[config.mk]
export PLATFORM = sky130hd
export DESIGN_NAME = dgc_config
export DESIGN_NICKNAME = d
export VERILOG_FILES = /design/src/pkg/dgc_pkg.sv /design/src/logic/dgc_config.sv
export SDC_FILE = /design/constraint.sdc
export NUM_CORES = 1
export LEC_CHECK = 0
export BUFFER_PORTS_ARGS = -buffer_cell sky130_fd_sc_hd__buf_2
export CAP_MARGIN = 20
export CELL_PAD_IN_SITES_DETAIL_PLACEMENT = 1
export CELL_PAD_IN_SITES_GLOBAL_PLACEMENT = 1
export CORE_ASPECT_RATIO = 0.6
export CORE_MARGIN = 2
export CORE_UTILIZATION = 30
export DETAILED_ROUTE_END_ITERATION = 8
export GPL_ROUTABILITY_DRIVEN = 0
export GPL_TIMING_DRIVEN = 1
export PLACE_DENSITY_LB_ADDON = 0.1
export SLEW_MARGIN = 20
export SYNTH_ARGS = -nofsm -noshare
export SYNTH_HDL_FRONTEND = slang
export SYNTH_HIERARCHICAL = 1
export SYNTH_SLANG_ARGS = --single-unit
[constraint.sdc]
create_clock -name clock -period 4.3 [get_ports clock]
set_input_delay 0.86 -clock clock [delete_from_list [all_inputs] [get_ports clock]]
set_output_delay 0.86 -clock clock [all_outputs]
set_load 0.05 [all_outputs]
[src/pkg/dgc_pkg.sv]
// constants for the deserializer general configuration register bank
package dgc_pkg;
    // ----------------------------------------------------------------
    // register indices (byte address is four times the index)
    // ----------------------------------------------------------------
    localparam logic [7:0] REG_RESET_IDX  = 8'h01;
    localparam logic [7:0] REG_OUTCTL_IDX = 8'h02;
    localparam logic [7:0] REG_MISC_IDX   = 8'h03;
    localparam logic [7:0] REG_STATUS_IDX = 8'h04;
    localparam int         ADDR_W         = 12;
    // ----------------------------------------------------------------
    // field positions
    // ----------------------------------------------------------------
    localparam int OUT_DRIVE_BIT   = 7;
    localparam int OVERRIDE_BIT    = 6;
    localparam int OSC_CLK_BIT     = 5;
    localparam int UNLOCK_SEL_BIT  = 4;
    localparam int CHECK_GEN_BIT   = 6;
    localparam int PULL_DOWN_BIT   = 5;
    localparam int FILTER_BIT      = 4;
    localparam int PASS_BIT        = 3;
    localparam int AUTO_ACK_BIT    = 2;
    localparam int GATE_BIT        = 1;
    localparam int SOFT_RESET_BIT  = 0;
    // ----------------------------------------------------------------
    // reset values and writable masks
    // ----------------------------------------------------------------
    localparam logic [7:0] OUTCTL_RESET = 8'h00;
    localparam logic [7:0] MISC_RESET   = 8'h70;
    localparam logic [7:0] OUTCTL_MASK  = 8'hf0;
    localparam logic [7:0] MISC_MASK    = 8'h7e;
    // ----------------------------------------------------------------
    // glitch filter lengths in pixel clocks and bus response codes
    // ----------------------------------------------------------------
    localparam logic [2:0] FILT_SHORT   = 3'h2;
    localparam logic [2:0] FILT_LONG    = 3'h4;
    localparam logic [1:0] RESP_OKAY    = 2'h0;
    localparam logic [1:0] RESP_SLVERR  = 2'h2;
endpackage

[src/logic/dgc_config.sv]
// general configuration register bank with output, filter and gating logic
// Functional notes
// - Without override the effective output enable is 1; the drive bit counts only under override.
// - The override bit chooses register values over defaults for drive and unlocked state.
// - With the oscillator bit set and no lock, the internal oscillator clock drives the pixel clock.
// - The unlocked state select applies while lock is low and reads as 1 without override.
// - The check generation bit enables back-channel CRC and resets to 1.
// - The pull bit pulls undriven inputs down when 1, up when 0, and resets to 1.
// - With the filter on, sync and active pulses shorter than two pixel clocks are dropped.
// - Horizontal sync needs four clocks in dual-link mode, two in single-link mode.
// - Pass-through forwards local transfers to the serializer only when set and decode matches.
// - Auto-acknowledge acks local writes whatever the forward lock state.
// - Gating masks pixel data by active, always so with a protected serializer.
// - The logic-only soft reset clears logic but not registers and clears itself.
//
// Local design decision: register access over AXI4-Lite.
`timescale 1ns/1ns
`default_nettype none

// sync/active pulse filter: output follows input only after it has held n clocks
module dgc_pulse_filter (
    input  wire logic       clock,
    input  wire logic       rst_b,
    input  wire logic       softRst,
    input  wire logic       enable,
    input  wire logic [2:0] minLen,
    input  wire logic       din,
    output logic            dout
);
    typedef struct packed {
        logic       stable;
        logic [2:0] cnt;
    } dgc_filt_t;
    dgc_filt_t st_q;
    dgc_filt_t st_d;

    // count how long the input has differed from the filtered level
    always_comb begin
        st_d = st_q;
        // idle count is zero so a one clock pulse can never reach a minLen of 2 or more
        if (din == st_q.stable) begin
            st_d.cnt = 3'h0;
        end else if (st_q.cnt + 3'h1 >= minLen) begin
            st_d.stable = din;
            st_d.cnt    = 3'h0;
        end else begin
            st_d.cnt = st_q.cnt + 3'h1;
        end
        if (softRst) begin
            st_d = '0;
        end
    end

    always_ff @(posedge clock or negedge rst_b) begin
        if (!rst_b) begin
            st_q <= '0;
        end else begin
            st_q <= st_d;
        end
    end

    // bypass keeps the raw signal; filtering costs minLen cycles of delay
    assign dout = enable ? st_q.stable : din;
endmodule

module dgc_config (
    input  wire logic        clock,
    input  wire logic        rst_b,
    // axi4-lite slave
    input  wire logic [11:0] s_axi_awaddr,
    input  wire logic        s_axi_awvalid,
    output logic             s_axi_awready,
    input  wire logic [31:0] s_axi_wdata,
    input  wire logic [3:0]  s_axi_wstrb,
    input  wire logic        s_axi_wvalid,
    output logic             s_axi_wready,
    output logic [1:0]       s_axi_bresp,
    output logic             s_axi_bvalid,
    input  wire logic        s_axi_bready,
    input  wire logic [11:0] s_axi_araddr,
    input  wire logic        s_axi_arvalid,
    output logic             s_axi_arready,
    output logic [31:0]      s_axi_rdata,
    output logic [1:0]       s_axi_rresp,
    output logic             s_axi_rvalid,
    input  wire logic        s_axi_rready,
    // link and video side
    input  wire logic        linkLock,
    input  wire logic        dualLink,
    input  wire logic        partnerProtected,
    input  wire logic        oscClock,
    input  wire logic        recoveredClock,
    input  wire logic        activeIn,
    input  wire logic        hSyncIn,
    input  wire logic        vSyncIn,
    input  wire logic [23:0] pixelIn,
    input  wire logic        i2cDecodeMatch,
    input  wire logic        i2cIsWrite,
    output logic             activeOut,
    output logic             hSyncOut,
    output logic             vSyncOut,
    output logic [23:0]      pixelOut,
    output logic             pixelClockOut,
    output logic             outputEnable,
    output logic             unlockedStateSelect,
    output logic             fallbackOscClockOut,
    output logic             backChannelCheckGen,
    output logic             undrivenInputPullDown,
    output logic             i2cForward,
    output logic             i2cAutoAck,
    output logic             logicOnlySoftReset
);
    // ----------------------------------------------------------------
    // state
    // ----------------------------------------------------------------
    typedef struct packed {
        logic [7:0]  outCtl;
        logic [7:0]  misc;
        logic        softRst;
        logic        awHeld;
        logic [9:0]  awIdx;
        logic        wHeld;
        logic [7:0]  wData;
        logic        wLane0;
        logic        bValid;
        logic [1:0]  bResp;
        logic        rValid;
        logic [31:0] rData;
        logic [1:0]  rResp;
        logic [23:0] pixel;
    } dgc_state_t;
    dgc_state_t st_q;
    dgc_state_t st_d;

    logic       filtActive;
    logic       filtHSync;
    logic       filtVSync;
    logic       filterOn;
    logic [2:0] hSyncLen;
    logic       gateOn;
    logic [9:0] arIdx;
    logic       wrFire;
    logic       rdFire;

    assign arIdx  = s_axi_araddr[11:2];
    assign wrFire = st_q.awHeld && st_q.wHeld && !st_q.bValid;
    assign rdFire = s_axi_arvalid && s_axi_arready;

    // ----------------------------------------------------------------
    // effective controls
    // ----------------------------------------------------------------
    assign filterOn = st_q.misc[dgc_pkg::FILTER_BIT];
    assign hSyncLen = dualLink ? dgc_pkg::FILT_LONG : dgc_pkg::FILT_SHORT;
    // protected partner forces gating, otherwise the register decides
    assign gateOn   = partnerProtected || st_q.misc[dgc_pkg::GATE_BIT];

    // ----------------------------------------------------------------
    // register and bus next state
    // ----------------------------------------------------------------
    always_comb begin
        st_d         = st_q;
        st_d.softRst = 1'b0;                                   // self clearing
        if (s_axi_awvalid && s_axi_awready) begin
            st_d.awHeld = 1'b1;
            st_d.awIdx  = s_axi_awaddr[11:2];
        end
        if (s_axi_wvalid && s_axi_wready) begin
            st_d.wHeld  = 1'b1;
            st_d.wData  = s_axi_wdata[7:0];
            st_d.wLane0 = s_axi_wstrb[0];
        end
        if (wrFire) begin
            st_d.awHeld = 1'b0;
            st_d.wHeld  = 1'b0;
            st_d.bValid = 1'b1;
            st_d.bResp  = dgc_pkg::RESP_OKAY;
            // full index decode: an alias in the upper index bits must not write
            unique case (st_q.awIdx)
                {2'h0, dgc_pkg::REG_OUTCTL_IDX}: begin
                    if (st_q.wLane0) begin
                        st_d.outCtl = st_q.wData & dgc_pkg::OUTCTL_MASK;
                    end
                end
                {2'h0, dgc_pkg::REG_MISC_IDX}: begin
                    if (st_q.wLane0) begin
                        st_d.misc = st_q.wData & dgc_pkg::MISC_MASK;
                    end
                end
                {2'h0, dgc_pkg::REG_RESET_IDX}: begin
                    if (st_q.wLane0) begin
                        st_d.softRst = st_q.wData[dgc_pkg::SOFT_RESET_BIT];
                    end
                end
                {2'h0, dgc_pkg::REG_STATUS_IDX}: begin
                    st_d.bResp = dgc_pkg::RESP_OKAY;                // read-only, write ignored
                end
                default: begin
                    st_d.bResp = dgc_pkg::RESP_SLVERR;
                end
            endcase
        end
        if (st_q.bValid && s_axi_bready) begin
            st_d.bValid = 1'b0;
        end
        if (st_q.rValid && s_axi_rready) begin
            st_d.rValid = 1'b0;
        end
        if (rdFire) begin
            st_d.rValid = 1'b1;
            st_d.rResp  = dgc_pkg::RESP_OKAY;
            st_d.rData  = 32'h0;
            if (arIdx == {2'h0, dgc_pkg::REG_OUTCTL_IDX}) begin
                st_d.rData[7:0] = st_q.outCtl;
            end else if (arIdx == {2'h0, dgc_pkg::REG_MISC_IDX}) begin
                st_d.rData[7:0] = st_q.misc;
            end else if (arIdx == {2'h0, dgc_pkg::REG_RESET_IDX}) begin
                st_d.rData[7:0] = 8'h00;                              // self clearing reads 0
            end else if (arIdx == {2'h0, dgc_pkg::REG_STATUS_IDX}) begin
                st_d.rData[3:0] = {partnerProtected, dualLink, gateOn, linkLock};
            end else begin
                st_d.rResp = dgc_pkg::RESP_SLVERR;
            end
        end
        // pixel gate: colour data held at zero outside the active window
        st_d.pixel = (gateOn && !filtActive) ? 24'h0 : pixelIn;
        if (st_q.softRst) begin
            st_d.pixel = 24'h0;                                 // logic only
        end
    end

    always_ff @(posedge clock or negedge rst_b) begin
        if (!rst_b) begin
            st_q        <= '0;
            st_q.outCtl <= dgc_pkg::OUTCTL_RESET;
            st_q.misc   <= dgc_pkg::MISC_RESET;
        end else begin
            st_q <= st_d;
        end
    end

    // ----------------------------------------------------------------
    // bus handshakes: one outstanding write and one read at a time
    // ----------------------------------------------------------------
    assign s_axi_awready = !st_q.awHeld && !st_q.bValid;
    assign s_axi_wready  = !st_q.wHeld && !st_q.bValid;
    assign s_axi_arready = !st_q.rValid;
    assign s_axi_bvalid  = st_q.bValid;
    assign s_axi_bresp   = st_q.bResp;
    assign s_axi_rvalid  = st_q.rValid;
    assign s_axi_rdata   = st_q.rData;
    assign s_axi_rresp   = st_q.rResp;

    // ----------------------------------------------------------------
    // sync and active filters
    // ----------------------------------------------------------------
    dgc_pulse_filter uActive (
        .clock   (clock),
        .rst_b   (rst_b),
        .softRst (st_q.softRst),
        .enable  (filterOn),
        .minLen  (dgc_pkg::FILT_SHORT),
        .din     (activeIn),
        .dout    (filtActive)
    );
    dgc_pulse_filter uHSync (
        .clock   (clock),
        .rst_b   (rst_b),
        .softRst (st_q.softRst),
        .enable  (filterOn),
        .minLen  (hSyncLen),
        .din     (hSyncIn),
        .dout    (filtHSync)
    );
    dgc_pulse_filter uVSync (
        .clock   (clock),
        .rst_b   (rst_b),
        .softRst (st_q.softRst),
        .enable  (filterOn),
        .minLen  (dgc_pkg::FILT_SHORT),
        .din     (vSyncIn),
        .dout    (filtVSync)
    );

    assign activeOut = filtActive;
    assign hSyncOut  = filtHSync;
    assign vSyncOut  = filtVSync;
    assign pixelOut  = st_q.pixel;

    // ----------------------------------------------------------------
    // output controls
    // ----------------------------------------------------------------
    // defaults stand until override is set
    assign outputEnable = st_q.outCtl[dgc_pkg::OVERRIDE_BIT] ?
        st_q.outCtl[dgc_pkg::OUT_DRIVE_BIT] : 1'b1;
    assign unlockedStateSelect = st_q.outCtl[dgc_pkg::OVERRIDE_BIT] ?
        st_q.outCtl[dgc_pkg::UNLOCK_SEL_BIT] : 1'b1;
    assign fallbackOscClockOut = st_q.outCtl[dgc_pkg::OSC_CLK_BIT] && !linkLock;
    // clock mux is combinational; a glitch on lock change is accepted here
    assign pixelClockOut = fallbackOscClockOut ? oscClock : recoveredClock;
    assign backChannelCheckGen   = st_q.misc[dgc_pkg::CHECK_GEN_BIT];
    assign undrivenInputPullDown = st_q.misc[dgc_pkg::PULL_DOWN_BIT];
    assign i2cForward = st_q.misc[dgc_pkg::PASS_BIT] && i2cDecodeMatch;
    assign i2cAutoAck = st_q.misc[dgc_pkg::AUTO_ACK_BIT] && i2cIsWrite;
    assign logicOnlySoftReset = st_q.softRst;
endmodule
`default_nettype wire

# [Yosys cells after proc, flatten, opt, wreduce, memory -nomap -nowiden]
# Cells that the tools add are included.
[op_classes] addsub=3 multipliers=0 div=0 n_lt_le_gt_ge=3 eq_ne=14 n_shift=0 mux=43 n_bitwise=0 n_reduce_logical=33
[op_table] operator="24-bit two-way mux" count=2
[op_table] operator="10-bit by 2-bit == test with 1-bit output, second input constant" count=4
[op_table] operator="35-bit two-way mux" count=1
[op_table] operator="3-bit two-way mux" count=8
[op_table] operator="10-bit by 1-bit == test with 1-bit output, second input constant" count=2
[op_table] operator="10-bit by 3-bit == test with 1-bit output, second input constant" count=2
[op_table] operator="4-bit two-way mux" count=5
[op_table] operator="1-bit two-way mux" count=17
[op_table] operator="2-bit nonzero test" count=7
[op_table] operator="1-bit logical AND" count=13
[op_table] operator="2-bit two-way mux" count=6
[op_table] operator="11-bit two-way mux" count=1
[op_table] operator="10-bit two-way mux" count=1
[op_table] operator="3-bit by 1-bit adder with 3-bit output, second input constant" count=3
[op_table] operator="8-bit two-way mux" count=1
[op_table] operator="7-bit two-way mux" count=1
[op_table] operator="3-bit by 2-bit greater-or-equal comparator with 1-bit output, second input constant" count=2
[op_table] operator="1-bit zero test" count=6
[op_table] operator="2-bit != test, second input constant" count=3
[op_table] operator="2-bit AND reduction" count=3
[op_table] operator="3-bit AND reduction" count=2
[op_table] operator="4-bit OR reduction" count=1
[op_table] operator="1-bit == test" count=3
[op_table] operator="3-bit greater-or-equal comparator" count=1
[op_table] operator="1-bit logical OR" count=1
[totals] register_bits=82 latch_bits=0 mem_bits_rw=0 romBits=0 in_bits=101 output_inout_bits=77 word_cells=116 mem_count=0

# [Depth between registers and ports, before layout]
# Gate-level depths: netlist (run 1).
[logic_depth] word_depth=6 depth_mapped=6 depth_no_buf=6

# [Hierarchy]
# The synthesis (run 1) kept the hierarchy.
[by_module_without_submodules] mod="dgc_config" instances=1 cells_each=263 area_each_um2=3114.2 seq_area_each_um2=1705.4
[by_module_without_submodules] mod="dgc_pulse_filter" instances=3 cells_each=24 area_each_um2=256.5 seq_area_each_um2=100.1

# [Least setup slack after synthesis (run 1)]
# Ideal clock, no wire load.
[synth_timing] kind="input -> output" from="input port linkLock" to="output port pixelClockOut" arrival_time_ns=2.138 t_required_ns=3.440 setup_slack_ns=1.302 path_stages=2 n_path_buf=0 cell_sequence="nor2b_1 > mux2_2"
[synth_between] elab_chain_cells=3
[synth_rtl] item="start, declared" line="dgc_config.sv:88" text="input wire logic linkLock,"
[synth_rtl] item="1-bit zero test" line="dgc_config.sv:297" text="assign fallbackOscClockOut = st_q.outCtl[dgc_pkg::OSC_CLK_BIT] && !linkLock;"
[synth_rtl] item="1-bit logical AND" line="dgc_config.sv:297"
[synth_rtl] item="1-bit two-way mux" line="dgc_config.sv:299" text="assign pixelClockOut = fallbackOscClockOut ? oscClock : recoveredClock;"
[synth_rtl] item="end, declared" line="dgc_config.sv:103" text="output logic pixelClockOut,"
# No other way between the ends.

# [Final worst setup path (run 1)]
# Same ends and word-level chain as after synthesis.

==> flow_summary.json, run 1 <==
{
  "cp_slowest_stage_delay_ns": 0.35,
  "path_max_fanout": 2,
  "worst-setup-path-type": "in2out",
  "io_pins": 178,
  "syn_to_final_growth_pct": 19.9,
  "grt.total_usage_pct": 13.0,
  "cts_made_buffers": 9,
  "drtIter0Drc": 45,
  "syn_area_per_cell_um2": 11.6,
  "grt_pass1_wl_um": 13600,
  "setup-tns-final_ns": 0,
  "clk_latency_ns": 0.33,
  "overflow": 0,
  "ir_drop_uv": 349,
  "hp-class": "reg2reg",
  "seq_area_frac_synth_pct": 51.6,
  "die_w_um": 151,
  "cts_tree": "yes",
  "nFillCells": 1439,
  "crit_top_cell": "buf_2",
  "synthTopCellsByArea": "dfrtp_1 (50%), buf_4 (12%), mux2_2 (9.6%)",
  "critPathLaunch": "linkLock",
  "cts_setup_buffers": 0,
  "rsz0062_at_grt": "no",
  "firstDrtPassIters": 4,
  "fp-row-count": 32,
  "fin_nets": 547,
  "endpoint_kind": "output pin",
  "cts.htree.levels": 3,
  "slew_headroom_pct": 54.5,
  "drt_wl_total_um": 8690,
  "route.detailed.wl_per_inst_um": 14.2,
  "async_flop_share_pct": 100,
  "min_period_ns": 2.54,
  "drv_cap": 0,
  "grt_max_degree": 50,
  "die_area_um2": 13900,
  "synthCells": 335,
  "coreArea_um2": 12700,
  "cts_buffer_depth": 2,
  "crit_required_ns": 3.44,
  "setup_viol": 0,
  "crit_buf_inv": 2,
  "grt_pass1_vias": 2649,
  "start_kind": "primary input",
  "hp-start": "uHSync/st_q[0]$_DFF_PN0_",
  "ys.flop_type": "dfrtp_1",
  "path_cells": "buf_2, nor2b_1, mux2_2, buf_2",
  "fin_skew_ns": 0.00569,
  "syn_area_um2": 3880,
  "slowest_stage": "mux2_2",
  "ys.warnings.count": 6,
  "yosys.area.top_type": "dfrtp_1",
  "finalMaxSlewViolations": 0,
  "ctsHoldBuffers": 0,
  "initial_core_util_pct": 30.5,
  "num_vias": 2549,
  "period_share_pct": 59.0,
  "cts-root-buf": "clkbuf_16",
  "p_leak_uw": 0.00237,
  "drc": 0,
  "powerDensity_nw_per_um2": 536,
  "tightestPinTransition_ns": 0.683,
  "viasPerCell": 4.18,
  "hpwl_um": 6580,
  "antenna_found_initial": 2,
  "fmax_mhz": 394,
  "rr_startpoint": "st_q[79]$_DFFE_PN0P_",
  "final_hold_viol_count": 0,
  "fin_util_pct": 36.6,
  "cts_resized": 0,
  "path_clk_slew_ns": 0.06,
  "outcome": "finished clean",
  "postRouteAntennaNets": 0,
  "ys_types": 39,
  "cts.sink_count": 80,
  "fp.dieH_um": 92.1,
  "synth-seq-cells": 80,
  "critPathArrivalTime_ns": 1.68,
  "path_delay_family": "multiplexers",
  "synth_edf_count": 0,
  "drive_above_1_share_pct": 41.7,
  "synthDominantCellAreaShare_pct": 49.6,
  "portBuffers": 120
}
routing by layer:
layer / wire length (um) / share of wire, % / global-route usage [%] / vias to the layer above
met5: 16 / 0.18 / 0 / -
met1: 4300 / 50 / 18.0 / 1226
met2: 3570 / 41 / 18.9 / 92
li1: - / - / - / 1217
met4: 84 / 0.97 / 3.27 / 2
met3: 712 / 8.2 / 5.27 / 12
synthesized netlist by cell type, drive strengths merged (2+ instances only):
cell type and count:
nor4 2, and2 28, nor2 15, a21o 2, a211oi 3, clkbuf 5
o211ai 3, xor2 6, nand3 2, nand2 13, a22oi 5, or4 2
nand2b 3, inv 15, nor2b 12, or3 2, and4b 2, nor3b 2
buf 60, conb 2, dfstp 3, ha 12, mux2 36, o21ai 14
dfrtp 77
final cells by class:
type                       count  area [um^2]  share of cell area (%)
inverter                      15         56.3                    1.21
sequential                    80         2010                    43.1
multi-input combinational    206         1470                    31.5
timing repair buffer         122          618                    13.3
clock buffer                  12          267                    5.72
antenna                        1         2.50                  0.0537
clock inverter                 4         27.5                   0.591
tap                          170          213                    4.57
final timing paths:
check | endpoint | slack [ns] | cells past startpoint
worst max register to register | st_q[99]$_DFFE_PN0P_ | 2.30 | 4
min in group asynchronous | uHSync/st_q[0]$_DFF_PN0_ | 0.56 | 1
worst min-delay path | uHSync/st_q[0]$_DFF_PN0_ | 0.47 | 1
worst min register to register | uHSync/st_q[0]$_DFF_PN0_ | 0.47 | 1
max in group asynchronous | filterOn$_DFFE_PN1P_ | 2.82 | 2
worst max-delay path | pixelClockOut | 1.76 | 4
layout by cell type, fill, tap and decap left out, types with 5 or more instances in the layout:
cell | Yosys | layout
nor2_1 | 15 | 15
inv_1 | 15 | 15
ha_1 | 12 | 12
nor2b_1 | 12 | 12
and2_1 | 28 | 28
xor2_1 | 6 | 6
dfrtp_1 | 77 | 77
a22oi_1 | 5 | 5
nand2_1 | 13 | 13
clkbuf_16 | 0 | 9
mux2_2 | 33 | 33
conb_1 | 2 | 33
o21ai_0 | 11 | 11
buf_2 | 0 | 119
metrics by stage:
stage	area (um^2)	worst slack [ns]	total power [uW]	instances	hold slack (ns)
after detailed placement	4360	1.75	1780	593	0.466
after floorplan	4000	1.30	1620	366	0.439
final	4660	1.76	2500	610	0.470
after global routing	4660	1.74	2660	609	0.503
after CTS	4660	1.75	2550	609	0.475
after global placement	4360	1.78	1750	593	0.459
power by group:
group	total (uW)	switching, uW	leakage (uW)	internal [uW]
logic	712	434	0.00124	278
registers	1050	127	0.000998	920
clock network	739	302	0.000137	437
cell families (layout without fill, tap and decap cells):
family | count (synthesis) | in the layout | share of synthesized area, %
compound gates | 30 | 30 | 5.22
fa+ha+maj | 12 | 12 | 3.87
simple gates | 88 | 88 | 13.5
buf+inv | 80 | 153 | 13.5
other cells | 2 | 34 | 0.193
xor+xnor | 7 | 7 | 1.58
mux | 36 | 36 | 10.4
flops | 80 | 80 | 51.6
registers in the layout (all words and copies together) (netlist names):
signal and count:
uActive/st_q 4, filterOn 1, s_axi_bresp 1, uHSync/st_q 4, s_axi_rvalid 1, uVSync/st_q 4, s_axi_rresp 1, logicOnlySoftReset 1
s_axi_rdata 8, backChannelCheckGen 1, s_axi_bvalid 1, pixelOut 24, st_q 28, undrivenInputPullDown 1
Power figures use the tool's default switching activity.
==> inputs of run 2 (changes only) <==
clock period = 2.2 ns   (was 4.3 ns; I/O delays follow)
==> flow_summary.json, run 2 (same netlist as run 1, synthesis figures left out) <==
{
  "grt_max_degree": 81,
  "num_vias": 2519,
  "dp_cells": 595,
  "viasPerCell": 4.12,
  "p_clk_share_pct": 30.6,
  "clk_latency_ns": 0.33,
  "portBuffers": 120,
  "hpwl_um": 6280,
  "start_kind": "flop",
  "nFillCells": 1460,
  "final_hold_viol_count": 0,
  "final_cell_mix": "buf_2 (119), dfrtp_1 (77), mux2_2 (33), conb_1 (33), and2_1 (28)",
  "min_period_ns": 1.98,
  "firstDrtPassIters": 4,
  "antenna_found_initial": 1,
  "p_int_uw": 3300,
  "ctsHoldBuffers": 0,
  "cts_tree": "yes",
  "wl_met3_um": 758,
  "drive_above_1_share_pct": 41.7,
  "route.met2.wl_um": 3340,
  "syn_to_final_growth_pct": 20.9,
  "whs_ns": 0.115,
  "tightestPinTransition_ns": 0.536,
  "cts_made_buffers": 9,
  "p_seq_share_pct": 41.4,
  "power.total_uw": 4940,
  "regArea_um2": 2010,
  "grt.total_usage_pct": 12.6,
  "path_delay_family": "simple AND/OR/NAND/NOR gates",
  "period_share_pct": 89.8,
  "cts.sink_count": 80,
  "power_frac_comb_pct": 28.1,
  "diodes": 0,
  "drc": 0,
  "cts_buffer_depth": 2,
  "cts.htree.levels": 3,
  "slowest_stage": "or4_4",
  "finalMaxSlewViolations": 0,
  "io_pins": 178,
  "slew_headroom_pct": 64.3,
  "rsz0062_at_grt": "no",
  "fin_util_pct": 36.9,
  "drtIter0Drc": 58,
  "powerDensity_nw_per_um2": 1050,
  "fp-row-count": 32,
  "stdcell_count": 611,
  "largest_register_ffs": 28,
  "die_w_um": 151,
  "endpoint_kind": "flop",
  "fmax_mhz": 506,
  "route.detailed.wl_per_inst_um": 13.6,
  "setup-tns-final_ns": 0,
  "drv_cap": 0,
  "regMostFlops": "st_q",
  "netSwitchingPower_uw": 1640,
  "fp.dieH_um": 92.1,
  "path_clk_slew_ns": 0.06,
  "cts_setup_buffers": 0,
  "coreArea_um2": 12700,
  "cp_slowest_stage_delay_ns": 0.55,
  "hp-class": "in2async",
  "postRouteAntennaNets": 0,
  "cts_resized": 0,
  "cts-root-buf": "clkbuf_16",
  "final_common_cell": "buf_2",
  "path_cells": "or4_4, nor4_4, and4b_2, mux2_2",
  "drt_wl_total_um": 8310,
  "fin_skew_ns": 0.00736,
  "crit_required_ns": 2.42,
  "sw_frac_of_total_pct": 33.2,
  "crit_buf_inv": 0,
  "initial_core_util_pct": 30.5,
  "outcome": "finished clean",
  "routed.top_layer": "met5",
  "multi_input_area_um2": 1470,
  "met1_length_um": 4120,
  "ir_drop_uv": 555,
  "overflow": 0,
  "fin_nets": 549,
  "die_area_um2": 13900,
  "grt_pass1_wl_um": 13200,
  "worst-setup-path-type": "reg2reg",
  "path_max_fanout": 4,
  "critPathArrivalTime_ns": 2.19,
  "p_leak_uw": 0.00239,
  "setup_viol": 0,
  "grt_pass1_vias": 2599
}
## run 2: cell count changes in the layout (fill, tap and decap cells not counted)
| cell | previous run | this run |
|---|---|---|
| buf_4 | 3 | 4 |
| nor2_1 | 15 | 13 |
| clkinv_2 | 1 | 0 |
| diode_2 | 1 | 0 |
| clkbuf_8 | 3 | 2 |
| bufinv_16 | 0 | 1 |
| nor2_2 | 0 | 2 |
| clkbuf_1 | 0 | 3 |
| clkinvlp_4 | 3 | 1 |
| buf_12 | 0 | 1 |
## run 2: final timing paths
kind                                                from                        to  slack [ns]  cells after the start
worst min register to register  uHSync/st_q[0]$_DFF_PN0_  uHSync/st_q[0]$_DFF_PN0_        0.46                      1
worst min-delay path                               rst_b  uHSync/st_q[2]$_DFF_PN0_        0.11                      2
min in group clock                          s_axi_bready  s_axi_bvalid$_DFFE_PN0P_        0.29                      2
max in group asynchronous                          rst_b      filterOn$_DFFE_PN1P_        1.71                      2
worst max register to register      st_q[79]$_DFFE_PN0P_      st_q[96]$_DFFE_PN0P_        0.22                      4
worst max-delay path                st_q[79]$_DFFE_PN0P_      st_q[96]$_DFFE_PN0P_        0.22                      4
## run 2: final cells by class
class | instances | area share, %
clock buffer | 14 | 5.62
inverter | 15 | 1.20
multi-input combinational | 206 | 31.4
sequential | 80 | 42.7
timing repair buffer | 124 | 13.7
tap | 170 | 4.53
clock inverter | 2 | 0.799
## run 2: worst register-to-register path, cell delays in order, from the launching register on
cell,delay [ns]
dfrtp_1,0.38
or4_4,0.55
nor4_4,0.23
and4b_2,0.35
mux2_2,0.35
## run 2: metal layers
| metal | track usage [%] | vias to the layer above |
|---|---|---|
| met2 | 17.6 | 94 |
| li1 | - | 1218 |
| met4 | 3.74 | 2 |
| met5 | 0 | - |
| met1 | 17.3 | 1196 |
| met3 | 5.57 | 9 |
## run 2: metrics by stage
stage                     setup WS, ns  area [um^2]
final                            0.225         4700
after global routing            0.0982         4700
after CTS                        0.175         4700
after detailed placement         0.181         4390
after global placement           0.210         4390
after floorplan                 0.0416         4010
## run 2: power by group through the flow
| stage | combinational [uW] | clock, uW | sequential (uW) |
|---|---|---|---|
| 2_1_floorplan | 1150 | 0 | 2040 |
| 3_5_place_dp | 1410 | 0 | 2070 |
| 4_1_cts | 1410 | 1570 | 2050 |
| 6_report | 1390 | 1510 | 2050 |
| 3_3_place_gp | 1370 | 0 | 2060 |
| 5_1_grt | 1540 | 1640 | 2100 |
